[src/amc_pkg.sv]
// Constants and types shared by the acquisition mode control block.
//------------------------------------------------------------------
//------------------------------------------------------------------
package amc_pkg;

    // Register byte addresses.
    localparam logic [7:0] ADDR_CTL  = 8'h0A;
    localparam logic [7:0] ADDR_TAH  = 8'h0B;
    localparam logic [7:0] ADDR_TAL  = 8'h0C;
    localparam logic [7:0] ADDR_ITH  = 8'h0D;
    localparam logic [7:0] ADDR_ITL  = 8'h0E;
    localparam logic [7:0] ADDR_STAT = 8'h1F;

    // Reset values.
    localparam logic [7:0] RST_CTL = 8'h00;
    localparam logic [7:0] RST_TAH = 8'h80;
    localparam logic [7:0] RST_TAL = 8'h00;
    localparam logic [7:0] RST_ITH = 8'h00;
    localparam logic [7:0] RST_ITL = 8'h00;

    // Field positions in the mode control register and the period high byte.
    localparam int CTL_MODE_HI  = 7;
    localparam int CTL_MODE_LO  = 6;
    localparam int CTL_SKIP_HI  = 5;
    localparam int CTL_SKIP_LO  = 3;
    localparam int CTL_CHOP     = 2;
    localparam int CTL_IND      = 1;
    localparam int CTL_START    = 0;
    localparam int TAH_UNIT     = 7;

    // Mode field codes.
    localparam logic [1:0] MODE_NOM1 = 2'h0;
    localparam logic [1:0] MODE_NOM2 = 2'h1;
    localparam logic [1:0] MODE_STANDBY_MODE_ONE = 2'h2;
    localparam logic [1:0] MODE_STANDBY_THRESHOLD_MODE = 2'h3;

    // Discarded sample count for skip code zero.
    localparam logic [3:0] SKIP_BASE = 4'h3;

    // Timing: clock rate and the two period units.
    localparam int CLK_HZ    = 40_000_000;
    localparam int UNIT_MS   = 1;
    localparam int UNIT_S    = 1;
    localparam int MS_CYC    = CLK_HZ / 1000 * UNIT_MS;
    localparam int S_CYC     = CLK_HZ * UNIT_S;
    localparam int CHOP_HALF = 20;

    typedef enum logic [1:0] {
        ST_STOP,
        ST_NORM,
        ST_WAIT,
        ST_ACQ
    } amc_state_t;

endpackage

[src/amc_tmr_if.sv]
// Interface between the mode controller and its period timer.
`timescale 1ns/10ps
`default_nettype none
interface amc_tmr_if;
    logic        run;
    logic        unit_sec;
    logic [14:0] period;
    logic        expire;

    modport ctrl  (output run, output unit_sec, output period, input expire);
    modport timer (input run, input unit_sec, input period, output expire);
endinterface
`default_nettype wire

[src/amc_period_timer.sv]
// Standby period timer: unit prescaler and period counter.
`timescale 1ns/10ps
`default_nettype none
module amc_period_timer #(
    parameter int MS_CYC = amc_pkg::MS_CYC,
    parameter int S_CYC  = amc_pkg::S_CYC
) (
    // Clock and reset.
    input wire logic     sys_clk_i,
    input wire logic     srst_i,
    // Controller side.
    amc_tmr_if.timer     tmr
);
    localparam int PW = $clog2(S_CYC + 1);

    logic [PW-1:0] pre_q;
    logic [14:0]   cnt_q;
    logic          exp_q;
    logic [PW-1:0] lim;

    // Unit length picked by the unit bit; a zero period acts as one unit.
    assign lim = tmr.unit_sec ? PW'(S_CYC - 1) : PW'(MS_CYC - 1);
    assign tmr.expire = exp_q;

    // Counts whole units and pulses once per period while running.
    always_ff @(posedge sys_clk_i) begin
        if (srst_i || !tmr.run) begin
            pre_q <= '0;
            cnt_q <= '0;
            exp_q <= 1'b0;
        end else begin
            exp_q <= 1'b0;
            if (pre_q >= lim) begin
                pre_q <= '0;
                if (cnt_q + 15'h0001 >= tmr.period) begin
                    cnt_q <= '0;
                    exp_q <= 1'b1;
                end else begin
                    cnt_q <= cnt_q + 15'h0001;
                end
            end else begin
                pre_q <= pre_q + PW'(1);
            end
        end
    end
endmodule
`default_nettype wire

[src/amc_mode_ctrl.sv]
// Acquisition mode control: register group, mode sequencer and pins.
//
// The address-and-strobe port is this design's own decision.
`timescale 1ns/10ps
`default_nettype none
module amc_mode_ctrl #(
    parameter int MS_CYC    = amc_pkg::MS_CYC,
    parameter int S_CYC     = amc_pkg::S_CYC,
    parameter int CHOP_HALF = amc_pkg::CHOP_HALF
) (
    // Clock and reset.
    input  wire logic        sys_clk_i,
    input  wire logic        srst_i,
    // Register port.
    input  wire logic [7:0]  addr_i,
    input  wire logic [7:0]  wr_data_i,
    input  wire logic        wr_en_i,
    input  wire logic        rd_en_i,
    output logic      [7:0]  rd_data_o,
    // Measurement datapath.
    input  wire logic        sample_valid_i,
    input  wire logic [15:0] sample_current_i,
    output logic             acq_run_o,
    output logic             acq_nom2_o,
    output logic             acq_shot_o,
    // Device pins.
    output logic             chopper_clock_output_o,
    output logic             mode_change_indicator_pin_o
);

    //------------------------------------------------------------------
    // Declarations
    //------------------------------------------------------------------
    localparam int CW = $clog2(CHOP_HALF + 1);

    logic [7:0]          ctl_q;
    logic [7:0]          tah_q;
    logic [7:0]          tal_q;
    logic [7:0]          ith_q;
    logic [7:0]          itl_q;
    logic [14:0]         per_act_q;
    logic                unit_act_q;
    logic [15:0]         thr_act_q;
    amc_pkg::amc_state_t state_q;
    amc_pkg::amc_state_t st_d;
    logic [3:0]          skip_cnt_q;
    logic [3:0]          skip_lim;
    logic                woke_q;
    logic                wake;
    logic [CW-1:0]       chop_cnt_q;
    logic [1:0]          mode;
    logic                stby;
    logic                start;
    logic                ctl_wr;

    amc_tmr_if tmr_if ();

    assign mode   = ctl_q[amc_pkg::CTL_MODE_HI:amc_pkg::CTL_MODE_LO];
    assign stby   = mode[1];
    assign start  = ctl_q[amc_pkg::CTL_START];
    assign ctl_wr = wr_en_i && addr_i == amc_pkg::ADDR_CTL;

    // Skip code 000..111 means 3..10 discarded samples.
    assign skip_lim = {1'b0, ctl_q[amc_pkg::CTL_SKIP_HI:amc_pkg::CTL_SKIP_LO]}
                      + amc_pkg::SKIP_BASE;

    //------------------------------------------------------------------
    // Register file
    //------------------------------------------------------------------
    // Software writes; every register but status is plain read/write storage.
    always_ff @(posedge sys_clk_i) begin
        if (srst_i) begin
            ctl_q <= amc_pkg::RST_CTL;
            tah_q <= amc_pkg::RST_TAH;
            tal_q <= amc_pkg::RST_TAL;
            ith_q <= amc_pkg::RST_ITH;
            itl_q <= amc_pkg::RST_ITL;
        end else if (wr_en_i) begin
            case (addr_i)
                amc_pkg::ADDR_CTL: ctl_q <= wr_data_i;
                amc_pkg::ADDR_TAH: tah_q <= wr_data_i;
                amc_pkg::ADDR_TAL: tal_q <= wr_data_i;
                amc_pkg::ADDR_ITH: ith_q <= wr_data_i;
                amc_pkg::ADDR_ITL: itl_q <= wr_data_i;
                default: ;
            endcase
        end
    end

    // Working copies load only on the low-byte write, so the sequencer
    // never sees a half-updated period or threshold. Software must
    // write the high byte first.
    always_ff @(posedge sys_clk_i) begin
        if (srst_i) begin
            per_act_q  <= {amc_pkg::RST_TAH[6:0], amc_pkg::RST_TAL};
            unit_act_q <= amc_pkg::RST_TAH[amc_pkg::TAH_UNIT];
            thr_act_q  <= {amc_pkg::RST_ITH, amc_pkg::RST_ITL};
        end else if (wr_en_i) begin
            if (addr_i == amc_pkg::ADDR_TAL) begin
                per_act_q  <= {tah_q[6:0], wr_data_i};
                unit_act_q <= tah_q[amc_pkg::TAH_UNIT];
            end
            if (addr_i == amc_pkg::ADDR_ITL) begin
                thr_act_q <= {ith_q, wr_data_i};
            end
        end
    end

    // Status word: stop, normal, standby, woken by threshold.
    function automatic logic [7:0] status_word(amc_pkg::amc_state_t s,
                                               logic w);
        logic [7:0] v;
        v = 8'h00;
        case (s)
            amc_pkg::ST_STOP: v[0] = 1'b1;
            amc_pkg::ST_NORM: v[1] = 1'b1;
            default:          v[2] = 1'b1;
        endcase
        v[3] = w;
        return v;
    endfunction

    // Read data stand one cycle after the strobe; unmapped reads zero.
    always_ff @(posedge sys_clk_i) begin
        if (srst_i) begin
            rd_data_o <= 8'h00;
        end else if (rd_en_i) begin
            case (addr_i)
                amc_pkg::ADDR_CTL:  rd_data_o <= ctl_q;
                amc_pkg::ADDR_TAH:  rd_data_o <= tah_q;
                amc_pkg::ADDR_TAL:  rd_data_o <= tal_q;
                amc_pkg::ADDR_ITH:  rd_data_o <= ith_q;
                amc_pkg::ADDR_ITL:  rd_data_o <= itl_q;
                amc_pkg::ADDR_STAT: rd_data_o <= status_word(state_q, woke_q);
                default:            rd_data_o <= 8'h00;
            endcase
        end else begin
            rd_data_o <= 8'h00;
        end
    end

    //------------------------------------------------------------------
    // Period timer
    //------------------------------------------------------------------
    // The timer runs through acquisition too, so shots keep the period
    // exactly; a period shorter than one acquisition drops shots.
    assign tmr_if.run      = state_q == amc_pkg::ST_WAIT
                          || state_q == amc_pkg::ST_ACQ;
    assign tmr_if.unit_sec = unit_act_q;
    assign tmr_if.period   = per_act_q;

    amc_period_timer #(
        .MS_CYC (MS_CYC),
        .S_CYC  (S_CYC)
    ) u_timer (
        .sys_clk_i (sys_clk_i),
        .srst_i    (srst_i),
        .tmr       (tmr_if)
    );

    //------------------------------------------------------------------
    // Mode sequencer
    //------------------------------------------------------------------
    // Next state; a cleared start bit overrides everything.
    always_comb begin
        st_d = state_q;
        wake = 1'b0;
        if (!start) begin
            st_d = amc_pkg::ST_STOP;
        end else begin
            case (state_q)
                amc_pkg::ST_STOP: begin
                    st_d = stby ? amc_pkg::ST_WAIT : amc_pkg::ST_NORM;
                end
                amc_pkg::ST_NORM: begin
                    if (stby && !woke_q) begin
                        st_d = amc_pkg::ST_WAIT;
                    end
                end
                amc_pkg::ST_WAIT: begin
                    if (!stby) begin
                        st_d = amc_pkg::ST_NORM;
                    end else if (tmr_if.expire) begin
                        st_d = amc_pkg::ST_ACQ;
                    end
                end
                amc_pkg::ST_ACQ: begin
                    if (!stby) begin
                        st_d = amc_pkg::ST_NORM;
                    end else if (sample_valid_i && skip_cnt_q >= skip_lim) begin
                        if (mode == amc_pkg::MODE_STANDBY_THRESHOLD_MODE
                            && $signed(sample_current_i) > $signed(thr_act_q)) begin
                            st_d = amc_pkg::ST_NORM;
                            wake = 1'b1;
                        end else begin
                            st_d = amc_pkg::ST_WAIT;
                        end
                    end
                end
                default: st_d = amc_pkg::ST_STOP;
            endcase
        end
    end

    always_ff @(posedge sys_clk_i) begin
        if (srst_i) begin
            state_q <= amc_pkg::ST_STOP;
        end else begin
            state_q <= st_d;
        end
    end

    // Samples seen since the shot; the first skip_lim are discarded.
    always_ff @(posedge sys_clk_i) begin
        if (srst_i || state_q != amc_pkg::ST_ACQ) begin
            skip_cnt_q <= 4'h0;
        end else if (sample_valid_i && skip_cnt_q < skip_lim) begin
            skip_cnt_q <= skip_cnt_q + 4'h1;
        end
    end

    // Held in normal after a crossing until software rewrites the mode
    // register; a wake in the same cycle as that write is kept.
    always_ff @(posedge sys_clk_i) begin
        if (srst_i) begin
            woke_q <= 1'b0;
        end else if (wake) begin
            woke_q <= 1'b1;
        end else if (ctl_wr || st_d == amc_pkg::ST_STOP) begin
            woke_q <= 1'b0;
        end
    end

    //------------------------------------------------------------------
    // Outputs
    //------------------------------------------------------------------
    // Datapath controls follow the next state so they align with it.
    always_ff @(posedge sys_clk_i) begin
        if (srst_i) begin
            acq_run_o  <= 1'b0;
            acq_nom2_o <= 1'b0;
            acq_shot_o <= 1'b0;
        end else begin
            acq_run_o  <= st_d == amc_pkg::ST_NORM;
            acq_nom2_o <= st_d == amc_pkg::ST_NORM
                       && mode == amc_pkg::MODE_NOM2;
            acq_shot_o <= st_d == amc_pkg::ST_ACQ
                       && state_q == amc_pkg::ST_WAIT;
        end
    end

    // Indicator level rises on a standby-to-normal move and falls when
    // normal operation ends or the enable bit is cleared.
    always_ff @(posedge sys_clk_i) begin
        if (srst_i) begin
            mode_change_indicator_pin_o <= 1'b0;
        end else if (ctl_q[amc_pkg::CTL_IND] && st_d == amc_pkg::ST_NORM
                     && (state_q == amc_pkg::ST_WAIT
                         || state_q == amc_pkg::ST_ACQ)) begin
            mode_change_indicator_pin_o <= 1'b1;
        end else if (!ctl_q[amc_pkg::CTL_IND] || st_d != amc_pkg::ST_NORM) begin
            mode_change_indicator_pin_o <= 1'b0;
        end
    end

    // Chopper clock divider; the pin stays low while gated off.
    always_ff @(posedge sys_clk_i) begin
        if (srst_i || !ctl_q[amc_pkg::CTL_CHOP]) begin
            chop_cnt_q             <= '0;
            chopper_clock_output_o <= 1'b0;
        end else if (chop_cnt_q >= CW'(CHOP_HALF - 1)) begin
            chop_cnt_q             <= '0;
            chopper_clock_output_o <= !chopper_clock_output_o;
        end else begin
            chop_cnt_q <= chop_cnt_q + CW'(1);
        end
    end
endmodule
`default_nettype wire

[config.mk]
export PLATFORM = sky130hd
export DESIGN_NAME = amc_mode_ctrl
export DESIGN_NICKNAME = d
export VERILOG_FILES = /design/src/amc_pkg.sv /design/src/amc_tmr_if.sv /design/src/amc_period_timer.sv /design/src/amc_mode_ctrl.sv
export SDC_FILE = /design/constraint.sdc
export NUM_CORES = 1
export LEC_CHECK = 0
export BUFFER_PORTS_ARGS = -buffer_cell sky130_fd_sc_hd__clkbuf_2
export CAP_MARGIN = 10
export CELL_PAD_IN_SITES_DETAIL_PLACEMENT = 1
export CELL_PAD_IN_SITES_GLOBAL_PLACEMENT = 2
export CORE_ASPECT_RATIO = 0.8
export CORE_UTILIZATION = 37
export CTS_CLUSTER_DIAMETER = 60
export DETAILED_ROUTE_END_ITERATION = 6
export PLACE_DENSITY = 0.85
export SETUP_SLACK_MARGIN = 0.5
export SYNTH_ARGS = -nofsm -noshare
export SYNTH_HDL_FRONTEND = slang
export SYNTH_SLANG_ARGS = --single-unit
[constraint.sdc]
create_clock -name sys_clk_i -period 3.5 [get_ports sys_clk_i]
set_input_delay 0.7 -clock sys_clk_i [delete_from_list [all_inputs] [get_ports sys_clk_i]]
set_output_delay 0.7 -clock sys_clk_i [all_outputs]
set_load 0.05 [all_outputs]
* Word level (Yosys, flattened, before mapping)
Index checks and enable logic that the tools add are counted.
** Storage, ports and cells
- Input port bits :: 37
- Register bits :: 139
- Output and inout port bits :: 13
- Word-level logic and storage cells :: 108
** Operators by class
- Muxes and demuxes :: 25
- Reductions and logical operators :: 34
- Eq/ne operators :: 15
- $add $sub $neg :: 5
- Bitwise logic cells :: 2
- Order comparisons :: 6
** Operators by type and width (count)
- 8-bit one-hot mux with 6 select lines :: 1
- 8-bit by 4-bit == test with 1-bit output (second input constant) :: 5
- 26-bit by 1-bit adder with 26-bit output (second input constant) :: 1
- 26-bit >= comparator :: 1
- 26-bit 2-to-1 mux :: 1
- 16-bit > comparator :: 1
- 2-bit 2-to-1 mux :: 8
- 15-bit by 1-bit adder with 15-bit output (second input constant) :: 1
- 15-bit >= comparator :: 1
- 15-bit 2-to-1 mux :: 1
- 1-bit 2-to-1 mux :: 13
- 2-bit AND reduction :: 5
- 2-bit OR reduction :: 5
- 1-bit logical AND :: 9
- 2-bit == test (second input constant) :: 4
- 8-bit by 5-bit == test with 1-bit output (second input constant) :: 1
- 2-bit one-hot mux with 4 select lines :: 1
- 2-bit by 1-bit == test with 1-bit output (second input constant) :: 3
- 1-bit logical OR :: 6
- 5-bit by 1-bit adder with 5-bit output (second input constant) :: 1
- 5-bit >= comparator (second input constant) :: 1
- 1-bit logical NOT :: 5
- 3-bit by 2-bit adder with 4-bit output (second input constant) :: 1
- 4-bit by 1-bit adder with 4-bit output (second input constant) :: 1
- other kinds (7) :: 10

* Longest topological paths before layout
Gate-level depths: netlist of run 1.
- Depth in word-level cells :: 11
- Gate-level depth with buffers :: 17
- Depth with buffers taken out :: 16

* Hierarchy
Synthesis of run 1 repeated with hierarchy kept, for this count alone.
** Unflattened totals
- Cells, all modules :: 772
- Area, all modules :: 6516.2 um^2
** Modules (own cells, without submodules)
- amc_mode_ctrl :: instances 1, cells an instance 459, area each 3898.7 um^2
- amc_period_timer :: instances 1, cells an instance 313, area each 2617.5 um^2

* Worst setup path before layout of run 1
Ideal clock, no wire load.
- Path type :: flip-flop to flip-flop
- From :: register u_timer.cnt_q[0]
- To :: register u_timer.cnt_q[5]
- Cell stages (with the launch flop) :: 18
- Setup time :: 57 ps
- Path buffers :: 1
- Data arrival time :: 3113 ps
- Slack :: 330 ps
- Data required time :: 3443 ps
- Cell sequence :: dfxtp_1 -> ha_1 -> nand3_1 -> nor2_1 -> nand3_1 -> inv_1 -> and3_1 -> xnor2_1 -> inv_1 -> ha_1 -> a21oi_1 -> o211ai_1 -> a211oi_1 -> o21ai_0 -> or3b_1 -> buf_2 -> nor4_2 -> a21o_1
** On the way
- Word-level cells in the longest chain between the ends :: 3
** Ends and longest elaborated chain
- start, declared :: line amc_period_timer.sv:17 : logic [14:0] cnt_q;
- start signal, assigned :: line amc_period_timer.sv:39 : cnt_q <= cnt_q + 15'h0001;
- 15-bit by 1-bit adder with 15-bit output (*) :: line amc_period_timer.sv:35, amc_period_timer.sv:39
- 15-bit >= comparator :: line amc_period_timer.sv:35 : if (cnt_q + 15'h0001 >= tmr.period) begin
- 15-bit 2-to-1 mux (*) :: line amc_period_timer.sv:35
Every way passes the cells marked *; elsewhere a longest branch is shown, timed or not.
A chain may end at the register's enable or synchronous reset.

* Final worst setup path of run 1
- From :: register u_timer.cnt_q[0]
- To :: register u_timer.cnt_q[6]
The elaborated chain is that of the path after synthesis.

==> impl_metrics.env, run 1 <==
export IMPL_path_max_fanout=8
export IMPL_pwr_share_comb=0.029
export IMPL_num_vias=5545
export IMPL_grt_pass1_wl_um=29700
export IMPL_drv_cap=0
export IMPL_grt_max_degree=62
export IMPL_ys_warn_count=0
export IMPL_slew_headroom=0.546
export IMPL_hp_start="per_act_q[8]"
export IMPL_yosysTopAreaCell="dfxtp_1"
export IMPL_die_area_sq_um=17500
export IMPL_p_per_area_nw_per_um2=426
export IMPL_ctsHoldBuffers=0
export IMPL_status="finished clean"
export IMPL_power_mw=3.28
export IMPL_required_ps=3850
export IMPL_synth_seq_cells=123
export IMPL_synth_fa_ha_area_frac=0.0994
export IMPL_cts_tree="built"
export IMPL_synth_compound_area_frac=0.136
export IMPL_dieWidth_um=148
export IMPL_criticalPathCategory="reg2reg"
export IMPL_reg2reg_depth=16
export IMPL_drive_above_1_share=0.203
export IMPL_setup_tns_ps=0
export IMPL_r2r_end="u_timer.cnt_q[6]"
export IMPL_worst_pin_slew_ps=681
export IMPL_clockRootBuffer="clkbuf_16"
export IMPL_clockBufferDepth=2
export IMPL_clock_sinks=123
export IMPL_arrival_ps=3350
export IMPL_syn_inst=743
export IMPL_grt_pass1_vias=5666
export IMPL_switching_share=0.240
export IMPL_wl_per_cell_um=17.9
export IMPL_ys_flop_type="dfxtp_1"
export IMPL_setup_viol=0
export IMPL_synth_area_sq_um=6290
export IMPL_placed_area_sq_um=6750
export IMPL_synth_most_common_cell="dfxtp_1"
export IMPL_fill_cells=1958
export IMPL_p_int_mw=2.50
export IMPL_max_freq_mhz=334
export IMPL_dieHeight_um=119
export IMPL_finalCritPeriodShare=0.857
export IMPL_final_area_sq_um=7710
export IMPL_hold_path_end="per_act_q[8]"
export IMPL_synth_edf_count=0
export IMPL_grt_total_usage=0.219
export IMPL_antenna_found_initial=0
export IMPL_hpwl_um=13300
export IMPL_power_frac_seq=0.426
export IMPL_r2r_start="u_timer.cnt_q[0]"
export IMPL_layout_min_cycle_time_ps=3000
export IMPL_synth_seq_area_share=0.391
export IMPL_start_util=0.379
export IMPL_numCtsBuffers=17
export IMPL_fp_coreArea_sq_um=16600
export IMPL_rsz0062_at_grt="true"
export IMPL_diodes=0
export IMPL_crit_path_start_kind="flip-flop"
export IMPL_skew_ps=13.4
export IMPL_cp_end_kind="flip-flop"
export IMPL_synthXorXnorAreaFrac=0.0626
export IMPL_yosys_top_cells_count="dfxtp_1, nand2_1, nor2_1"
export IMPL_rows=42
export IMPL_synth_mux_area_frac=0.0362
export IMPL_drt_first_pass_iters=6
export IMPL_clock_latency_ps=430
export IMPL_cts_clk_slew_worst_paths_ps=60
export IMPL_min_path_type="reg2reg"
export IMPL_vdd_drop_max_mv=0.259
export IMPL_place_congestion=0.844
export IMPL_routed_wirelength_um=18500
export IMPL_drtIter0Drc=329
export IMPL_switchingPower_mw=0.787
export IMPL_synth_simple_area_share=0.216
export IMPL_p_clk_frac=0.545
export IMPL_drtAntennaViolNets=0
export IMPL_htreeDepth=4
export IMPL_area_growth_syn_to_layout_pct=22.5
export IMPL_synth_top_cell_area_share=0.391
export IMPL_synth_area_per_cell_sq_um=8.47
export IMPL_grt_overflow=0
export IMPL_finalHoldViolCount=0
export IMPL_async_flop_share=0
export IMPL_min_delay_path_depth=2
export IMPL_slew_violations=0
export IMPL_nets=891
export IMPL_vias_per_cell=5.35
export IMPL_syn_nets=830
export IMPL_ioPinCount=50
export IMPL_r2r_slack_ps=500
export IMPL_io_buffers=49
export IMPL_synthTopCellsByArea="dfxtp_1, ha_1, nand2_1"
export IMPL_drc_errors=0
export IMPL_ys_types=65
export IMPL_synth_top_family_by_area="simple AND/OR/NAND/NOR gates"
export IMPL_p_leak_nw=3.01
==> flip-flops by register name, indices dropped and copies added, names as in the netlist, 2 cells and up <==
| name | count |
|---|---|
| ctl_q | 8 |
| tah_q | 8 |
| rd_data_o | 8 |
| tal_q | 7 |
| skip_cnt_q | 4 |
| chop_cnt_q | 5 |
| itl_q | 7 |
| per_act_q | 8 |
| thr_act_q | 9 |
| u_timer.pre_q | 26 |
| u_timer.cnt_q | 15 |
| state_q | 2 |
| ith_q | 8 |
==> per-stage QoR <==
| step | util | hold WS [ps] | worst slack, ps | std cells |
|---|---|---|---|---|
| 6_report | 0.464 | 455 | 502 | 1037 |
| 5_1_grt | 0.464 | 486 | 385 | 1037 |
| 4_1_cts | 0.449 | 459 | 482 | 1030 |
| 3_5_place_dp | 0.406 | 451 | 137 | 994 |
| 3_3_place_gp | 0.406 | 442 | 392 | 994 |
| 2_1_floorplan | - | 426 | 517 | 743 |
==> layout by cell type (no fill, tap or decap), types with 9 or more instances in the layout <==
cell / netlist / final
a21oi_1: 64 / 62
buf_4: 1 / 16
clkbuf_16: 0 / 17
clkbuf_2: 0 / 50
dfxtp_1: 123 / 116
ha_1: 50 / 47
inv_1: 59 / 57
mux2i_1: 16 / 16
nand2_1: 106 / 105
nand2b_1: 15 / 9
nand3_1: 26 / 23
nand4_1: 11 / 11
nor2_1: 74 / 70
o21ai_0: 23 / 18
xnor2_1: 24 / 17
xor2_1: 21 / 21
==> critical path, stage by stage (launching register included) <==
cell      delay [ps]
dfxtp_4          390
ha_4             160
nand3_4           80
nor2_4           100
nand3_2           90
inv_2             70
and3_4           200
xnor2_2          120
inv_1             90
ha_4             240
a21oi_4          150
o211ai_1         110
a211oi_2         200
o21ai_2          120
or3b_4           490
nand2b_4         180
o21ai_1          120
==> worst max-delay path by stage <==
stage                           startpoint          endpoint  slack (ps)  cells past startpoint
after floorplan           u_timer.cnt_q[1]  u_timer.cnt_q[5]         520                     17
after global placement    u_timer.cnt_q[1]  u_timer.cnt_q[7]         390                     16
after detailed placement  u_timer.cnt_q[1]  u_timer.cnt_q[8]         140                     16
after CTS                 u_timer.cnt_q[1]  u_timer.cnt_q[8]         480                     16
after global routing      u_timer.cnt_q[0]  u_timer.cnt_q[6]         380                     14
final                     u_timer.cnt_q[0]  u_timer.cnt_q[6]         500                     16
==> logic make-up after synthesis <==
family          Yosys count
mux                      22
xor+xnor                 45
fa+ha+maj                50
flops                   123
compound gates          137
buf+inv                  86
simple gates            280
==> power by group through the flow <==
stage | Clock [mW] | Sequential, mW | Combinational (mW)
2_1_floorplan | 0 | 1.43 | 0.0461
3_3_place_gp | 0 | 1.43 | 0.0889
3_5_place_dp | 0 | 1.43 | 0.0944
4_1_cts | 1.81 | 1.40 | 0.0953
5_1_grt | 1.89 | 1.40 | 0.106
6_report | 1.79 | 1.40 | 0.0955
==> per-layer routing <==
metal	wire length (um)	GRT usage	vias up
li1	-	-	2681
met1	9220	0.309	2734
met5	0	0	-
met3	774	0.0494	21
met2	8340	0.329	109
met4	214	0.0689	0
==> cell type report <==
class                           instances  area (sq um)  share of cell area
Clock buffer                           18           429              0.0557
Clock inverter                         14           161              0.0209
Inverter                               60           229              0.0297
Multi-Input combinational cell        535          3750               0.487
Sequential cell                       123          2480               0.322
Tap cell                              220           275              0.0357
Timing Repair Buffer                   67           382              0.0495
==> what timing repair did <==
action	CTS	global route
pin swaps	5	14
buffers inserted	3	7
endpoints found under the setup margin	15	41
gates cloned	1	0
resized for setup	19	40
Note: power is estimated with default switching activity, not from simulation.
==> inputs of run 2 (changes only) <==
Settings changed: ABC_AREA set to 1, CORE_UTILIZATION 37 to 35, PLACE_DENSITY 0.85 to 0.84.
==> impl_metrics.env, run 2 <==
export IMPL_finalHoldViolCount=0
export IMPL_setup_viol=0
export IMPL_synth_top_cell_area_share=0.381
export IMPL_wl_met2_um=7710
export IMPL_p_per_area_nw_per_um2=406
export IMPL_drc_errors=0
export IMPL_rows=44
export IMPL_synth_seq_area_share=0.381
export IMPL_hp_start="chopper_clock_output_o"
export IMPL_async_flop_share=0
export IMPL_clock_latency_ps=420
export IMPL_r2r_start="u_timer.cnt_q[2]"
export IMPL_vias_per_cell=4.99
export IMPL_min_delay_path_depth=1
export IMPL_wl_per_cell_um=15.7
export IMPL_fill_cells=2197
export IMPL_ys_flop_type="dfxtp_1"
export IMPL_grt_overflow=0
export IMPL_utilization=0.437
export IMPL_p_clk_frac=0.532
export IMPL_numCtsBuffers=17
export IMPL_routed_wirelength_um=18200
export IMPL_cp_end_kind="flip-flop"
export IMPL_arrival_ps=3170
export IMPL_syn_inst=850
export IMPL_ys_warn_count=0
export IMPL_r2r_slack_ps=600
export IMPL_nets=1002
export IMPL_grt_pass1_wl_um=28700
export IMPL_slew_violations=0
export IMPL_drtIter0Drc=292
export IMPL_switching_share=0.219
export IMPL_p_leak_nw=3.27
export IMPL_pwr_share_comb=0.031
export IMPL_top_regs="u_timer.pre_q x26, u_timer.cnt_q x15, thr_act_q x9"
export IMPL_min_path_type="reg2reg"
export IMPL_grt_pass1_vias=5562
export IMPL_diodes=0
export IMPL_status="finished clean"
export IMPL_rsz0062_at_grt="true"
export IMPL_crit_path_start_kind="flip-flop"
export IMPL_synthTopCellsByArea="dfxtp_1, ha_1, inv_1"
export IMPL_final_area_sq_um=7910
export IMPL_clock_sinks=123
export IMPL_hold_path_end="chopper_clock_output_o"
export IMPL_die_area_sq_um=19000
export IMPL_syn_nets=937
export IMPL_dieHeight_um=124
export IMPL_finalCritPeriodShare=0.830
export IMPL_synth_area_per_cell_sq_um=7.61
export IMPL_reg2reg_depth=17
export IMPL_hpwl_um=13500
export IMPL_synth_seq_cells=123
export IMPL_max_freq_mhz=344
export IMPL_required_ps=3770
export IMPL_antenna_found_initial=0
export IMPL_grt_total_usage=0.197
export IMPL_criticalPathCategory="reg2reg"
export IMPL_ys_types=43
export IMPL_area_growth_syn_to_layout_pct=22.3
export IMPL_dieWidth_um=154
export IMPL_largest_reg_flops=26
export IMPL_start_util=0.357
export IMPL_synth_area_sq_um=6460
export IMPL_ioPinCount=50
export IMPL_path_max_fanout=7
export IMPL_layout_commonest_cell="inv_1"
export IMPL_placed_area_sq_um=6950
export IMPL_setup_ws_ps=595
export IMPL_synth_edf_count=0
export IMPL_drv_cap=0
export IMPL_wl_met1_um=9610
export IMPL_drtAntennaViolNets=0
export IMPL_drive_above_1_share=0.195
export IMPL_setup_tns_ps=0
export IMPL_slew_headroom=0.409
export IMPL_power_mw=3.21
export IMPL_yosys_top_cells_count="inv_1, dfxtp_1, nand2_1"
export IMPL_dp_slack_ps=385
export IMPL_top_layer_used="met4"
export IMPL_drt_first_pass_iters=5
export IMPL_layout_min_cycle_time_ps=2900
export IMPL_fp_coreArea_sq_um=18100
export IMPL_num_vias=5766
export IMPL_cts_tree="built"
export IMPL_cts_clk_slew_worst_paths_ps=50
export IMPL_final_cell_mix="inv_1, dfxtp_1, nand2_1"
export IMPL_htreeDepth=4
export IMPL_switchingPower_mw=0.702
export IMPL_clockRootBuffer="clkbuf_16"
export IMPL_power_frac_seq=0.437
export IMPL_io_buffers=49
export IMPL_skew_ps=8.00
export IMPL_r2r_end="u_timer.cnt_q[10]"
export IMPL_p_int_mw=2.51
export IMPL_clockBufferDepth=2
export IMPL_yosysTopAreaCell="dfxtp_1"
export IMPL_dr_wl_met3_um=641
export IMPL_vdd_drop_max_mv=0.255
export IMPL_place_congestion=0.846
export IMPL_regMostFlops="u_timer.pre_q"
export IMPL_worst_pin_slew_ps=885
export IMPL_synth_most_common_cell="inv_1"
export IMPL_grt_max_degree=37
==> run 2: cell families (layout without fill, tap and decap cells) <==
group,count (synthesis),after routing,share of synthesized area
xor gates and xnor gates,23,23,0.0312
buffers and inverters,172,248,0.103
and+or+nand+nor,286,286,0.222
AOI/OAI and AO/OA,196,196,0.166
DFF,123,123,0.381
adders and majority gates,50,50,0.0968
==> run 2: timing repair <==
action / in CTS / in global routing
gates cloned: 0 / 1
hold buffers: 0 / 0
setup endpoints to repair: 15 / 15
pin swaps: 1 / 19
setup buffers: 0 / 8
resized for setup: 6 / 64
==> run 2: critical path, cell delays in order (launching register included) <==
cell and delay, ps:
dfxtp_2 370, inv_1 90, nor2_2 140, nand3_2 140
nor3_4 220, nand2_2 110, nor2_1 130, xor2_1 260
inv_1 80, ha_1 270, inv_1 60, nor3_2 220
nand3_1 120, nor2_2 180, nor2_4 60, nand3_4 80
buf_6 160, o22ai_1 70
==> run 2: worst max-delay path by stage <==
stage / slack [ps] / to / cells past startpoint / start
4_1_cts: 520 / u_timer.cnt_q[0] / 18 / u_timer.cnt_q[0]
3_3_place_gp: 530 / u_timer.cnt_q[1] / 18 / u_timer.cnt_q[0]
2_1_floorplan: 670 / u_timer.cnt_q[10] / 18 / u_timer.cnt_q[0]
6_report: 600 / u_timer.cnt_q[10] / 17 / u_timer.cnt_q[2]
5_1_grt: 350 / u_timer.cnt_q[10] / 18 / u_timer.cnt_q[2]
3_5_place_dp: 380 / u_timer.cnt_q[13] / 18 / u_timer.cnt_q[0]
==> run 2: per-layer routing <==
| layer | vias up | GRT usage |
|---|---|---|
| met2 | 72 | 0.291 |
| met1 | 2720 | 0.285 |
| met4 | 0 | 0.0600 |
| met3 | 16 | 0.0403 |
| met5 | - | 0 |
| li1 | 2958 | - |
==> run 2: power groups by stage <==
| stage | Combinational, mW | Sequential (mW) | Clock, mW |
|---|---|---|---|
| global placement | 0.0986 | 1.43 | 0 |
| CTS | 0.0998 | 1.40 | 1.75 |
| detailed placement | 0.0994 | 1.43 | 0 |
| floorplan | 0.0516 | 1.43 | 0 |
| global route | 0.114 | 1.40 | 1.82 |
| finish | 0.0995 | 1.40 | 1.71 |
==> run 2: final cells by class <==
cell class,instances,area [sq um],area share
Clock inverter,8,95.1,0.0120
Multi-Input combinational cell,555,3630,0.459
Clock buffer,22,464,0.0587
Sequential cell,123,2470,0.313
Inverter,154,578,0.0731
Tap cell,230,288,0.0364
Timing Repair Buffer,64,382,0.0483
==> run 2: metrics by stage <==
step / instances / hold slack (ps)
after floorplan: 850 / 418
after global placement: 1117 / 434
after detailed placement: 1117 / 440
after CTS: 1147 / 455
after global routing: 1156 / 465
final: 1156 / 449
==> inputs of run 3 (changes only) <==
Clock period 3.5 ns to 3 ns, I/O delays scaled along.
==> impl_metrics.env, run 3 (synthesis gave the netlist of run 2 again) <==
export IMPL_status="finished clean"
export IMPL_criticalPathCategory="reg2reg"
export IMPL_cp_end_kind="flip-flop"
export IMPL_layout_min_cycle_time_ps=2960
export IMPL_largest_reg_flops=26
export IMPL_hpwl_um=13300
export IMPL_die_area_sq_um=19000
export IMPL_p_leak_nw=3.41
export IMPL_vdd_drop_max_mv=0.299
export IMPL_grt_overflow=0
export IMPL_drive_above_1_share=0.225
export IMPL_grt_pass1_wl_um=29700
export IMPL_dieWidth_um=154
export IMPL_arrival_ps=3300
export IMPL_routed_wirelength_um=18500
export IMPL_diodes=0
export IMPL_drt_first_pass_iters=4
export IMPL_vias_per_cell=4.96
export IMPL_cts_tree="built"
export IMPL_finalHoldViolCount=0
export IMPL_dieHeight_um=124
export IMPL_slew_violations=0
export IMPL_layout_commonest_cell="inv_1"
export IMPL_cp_cell_sequence="nand2_4 -> nor2_4 -> nand3_2 -> nor3_4 -> nand2_2 -> nor3_4 -> buf_4 -> xor2_2 -> inv_1 -> ha_1 -> nand4_1 -> inv_2 -> a21oi_2 -> nand2_2 -> nor2_4 -> nand3_4 -> buf_12 -> o21ai_0"
export IMPL_finalCritPeriodShare=0.986
export IMPL_drtAntennaViolNets=0
export IMPL_pwr_share_comb=0.031
export IMPL_crit_buf_inv=4
export IMPL_clockBufferDepth=2
export IMPL_required_ps=3340
export IMPL_slew_headroom=0.649
export IMPL_p_clk_frac=0.548
export IMPL_drc_errors=0
export IMPL_clock_latency_ps=420
export IMPL_worst_pin_slew_ps=526
export IMPL_top_regs="u_timer.pre_q x26, u_timer.cnt_q x15, thr_act_q x9"
export IMPL_power_mw=3.88
export IMPL_area_growth_syn_to_layout_pct=26.4
export IMPL_drtIter0Drc=357
export IMPL_p_int_mw=3.05
export IMPL_fin_cells=1178
export IMPL_setup_viol=0
export IMPL_grt_max_degree=43
export IMPL_crit_path_start_kind="flip-flop"
export IMPL_grt_total_usage=0.204
export IMPL_clockRootBuffer="clkbuf_16"
export IMPL_cts_clk_slew_worst_paths_ps=50
export IMPL_nets=1024
export IMPL_ioPinCount=50
export IMPL_num_vias=5845
export IMPL_start_util=0.357
export IMPL_switching_share=0.215
export IMPL_path_max_fanout=8
export IMPL_htreeDepth=4
export IMPL_switchingPower_mw=0.835
export IMPL_final_cell_mix="inv_1, dfxtp_1, nand2_1"
export IMPL_p_per_area_nw_per_um2=475
export IMPL_cp_top_family="simple AND/OR/NAND/NOR gates"
export IMPL_slowest_stage="dfxtp_4"
export IMPL_min_path_type="reg2reg"
export IMPL_fp_coreArea_sq_um=18100
export IMPL_numCtsBuffers=17
export IMPL_max_freq_mhz=338
export IMPL_slowest_delay_ps=380
export IMPL_rows=44
export IMPL_power_frac_seq=0.421
export IMPL_place_congestion=0.814
export IMPL_regMostFlops="u_timer.pre_q"
export IMPL_skew_ps=6.80
export IMPL_antenna_found_initial=0
export IMPL_drv_cap=0
export IMPL_io_buffers=49
export IMPL_clock_sinks=123
export IMPL_dp_cells=1126
export IMPL_whs_ps=459
export IMPL_wl_per_cell_um=15.7
export IMPL_grt_pass1_vias=5795
export IMPL_rsz0062_at_grt="true"
-- run 3: per-layer routing --
metal | vias to the layer above | track usage | share of wire
li1 | 2990 | - | -
met1 | 2768 | 0.292 | 0.53
met2 | 67 | 0.306 | 0.43
met3 | 20 | 0.0347 | 0.029
met4 | 0 | 0.0794 | 0.015
met5 | - | 0 | 0
-- run 3: path summary, 6_finish.rpt --
path | start | end | slack (ps) | cells past startpoint
worst min-delay path | u_timer.pre_q[0] | u_timer.pre_q[0] | 460 | 1
worst min register to register | u_timer.pre_q[0] | u_timer.pre_q[0] | 460 | 1
worst max-delay path | u_timer.cnt_q[1] | u_timer.cnt_q[0] | 40 | 18
worst max register to register | u_timer.cnt_q[1] | u_timer.cnt_q[0] | 40 | 18
-- run 3: final cells by class --
type	count	area, sq um
flip-flops and latches	123	2480
multi-input cells	555	3670
repair buffers	86	564
clock inverters	9	146
clock buffers	21	440
well taps	230	288
fillers	2240	9940
inverters	154	589
-- run 3: worst reg2reg max path: cells and delay by family (launching register included) --
family	cells	cell delay [ps]
xor gates and xnor gates	1	190
buffers and inverters	4	480
AOI/OAI and AO/OA	2	270
DFF	1	380
and+or+nand+nor	10	1290
adders and majority gates	1	280
-- run 3: power by group through the flow --
stage / clock, mW / combinational (mW) / sequential, mW
floorplan: 0 / 0.0606 / 1.67
global placement: 0 / 0.116 / 1.67
detailed placement: 0 / 0.117 / 1.67
CTS: 2.17 / 0.119 / 1.64
global route: 2.25 / 0.135 / 1.63
finish: 2.13 / 0.120 / 1.63
-- run 3: through the flow --
step | TNS (ps) | instance area, sq um | util | worst slack, ps
after floorplan | 0 | 6540 | - | 384
after global placement | 0 | 7110 | 0.392 | 227
after detailed placement | 0 | 7110 | 0.392 | 115
after CTS | 0 | 7850 | 0.434 | 250
after global routing | -1400 | 8170 | 0.451 | -122
final | 0 | 8170 | 0.451 | 40.9
-- run 3: timing repair --
action,4_1_cts,5_1_grt
endpoints found under the hold margin,0,0
buffers inserted,12,9
pin swaps,5,25
gates cloned,0,1
hold buffers,0,0
endpoints found under the setup margin,19,27
gates resized for setup,17,50
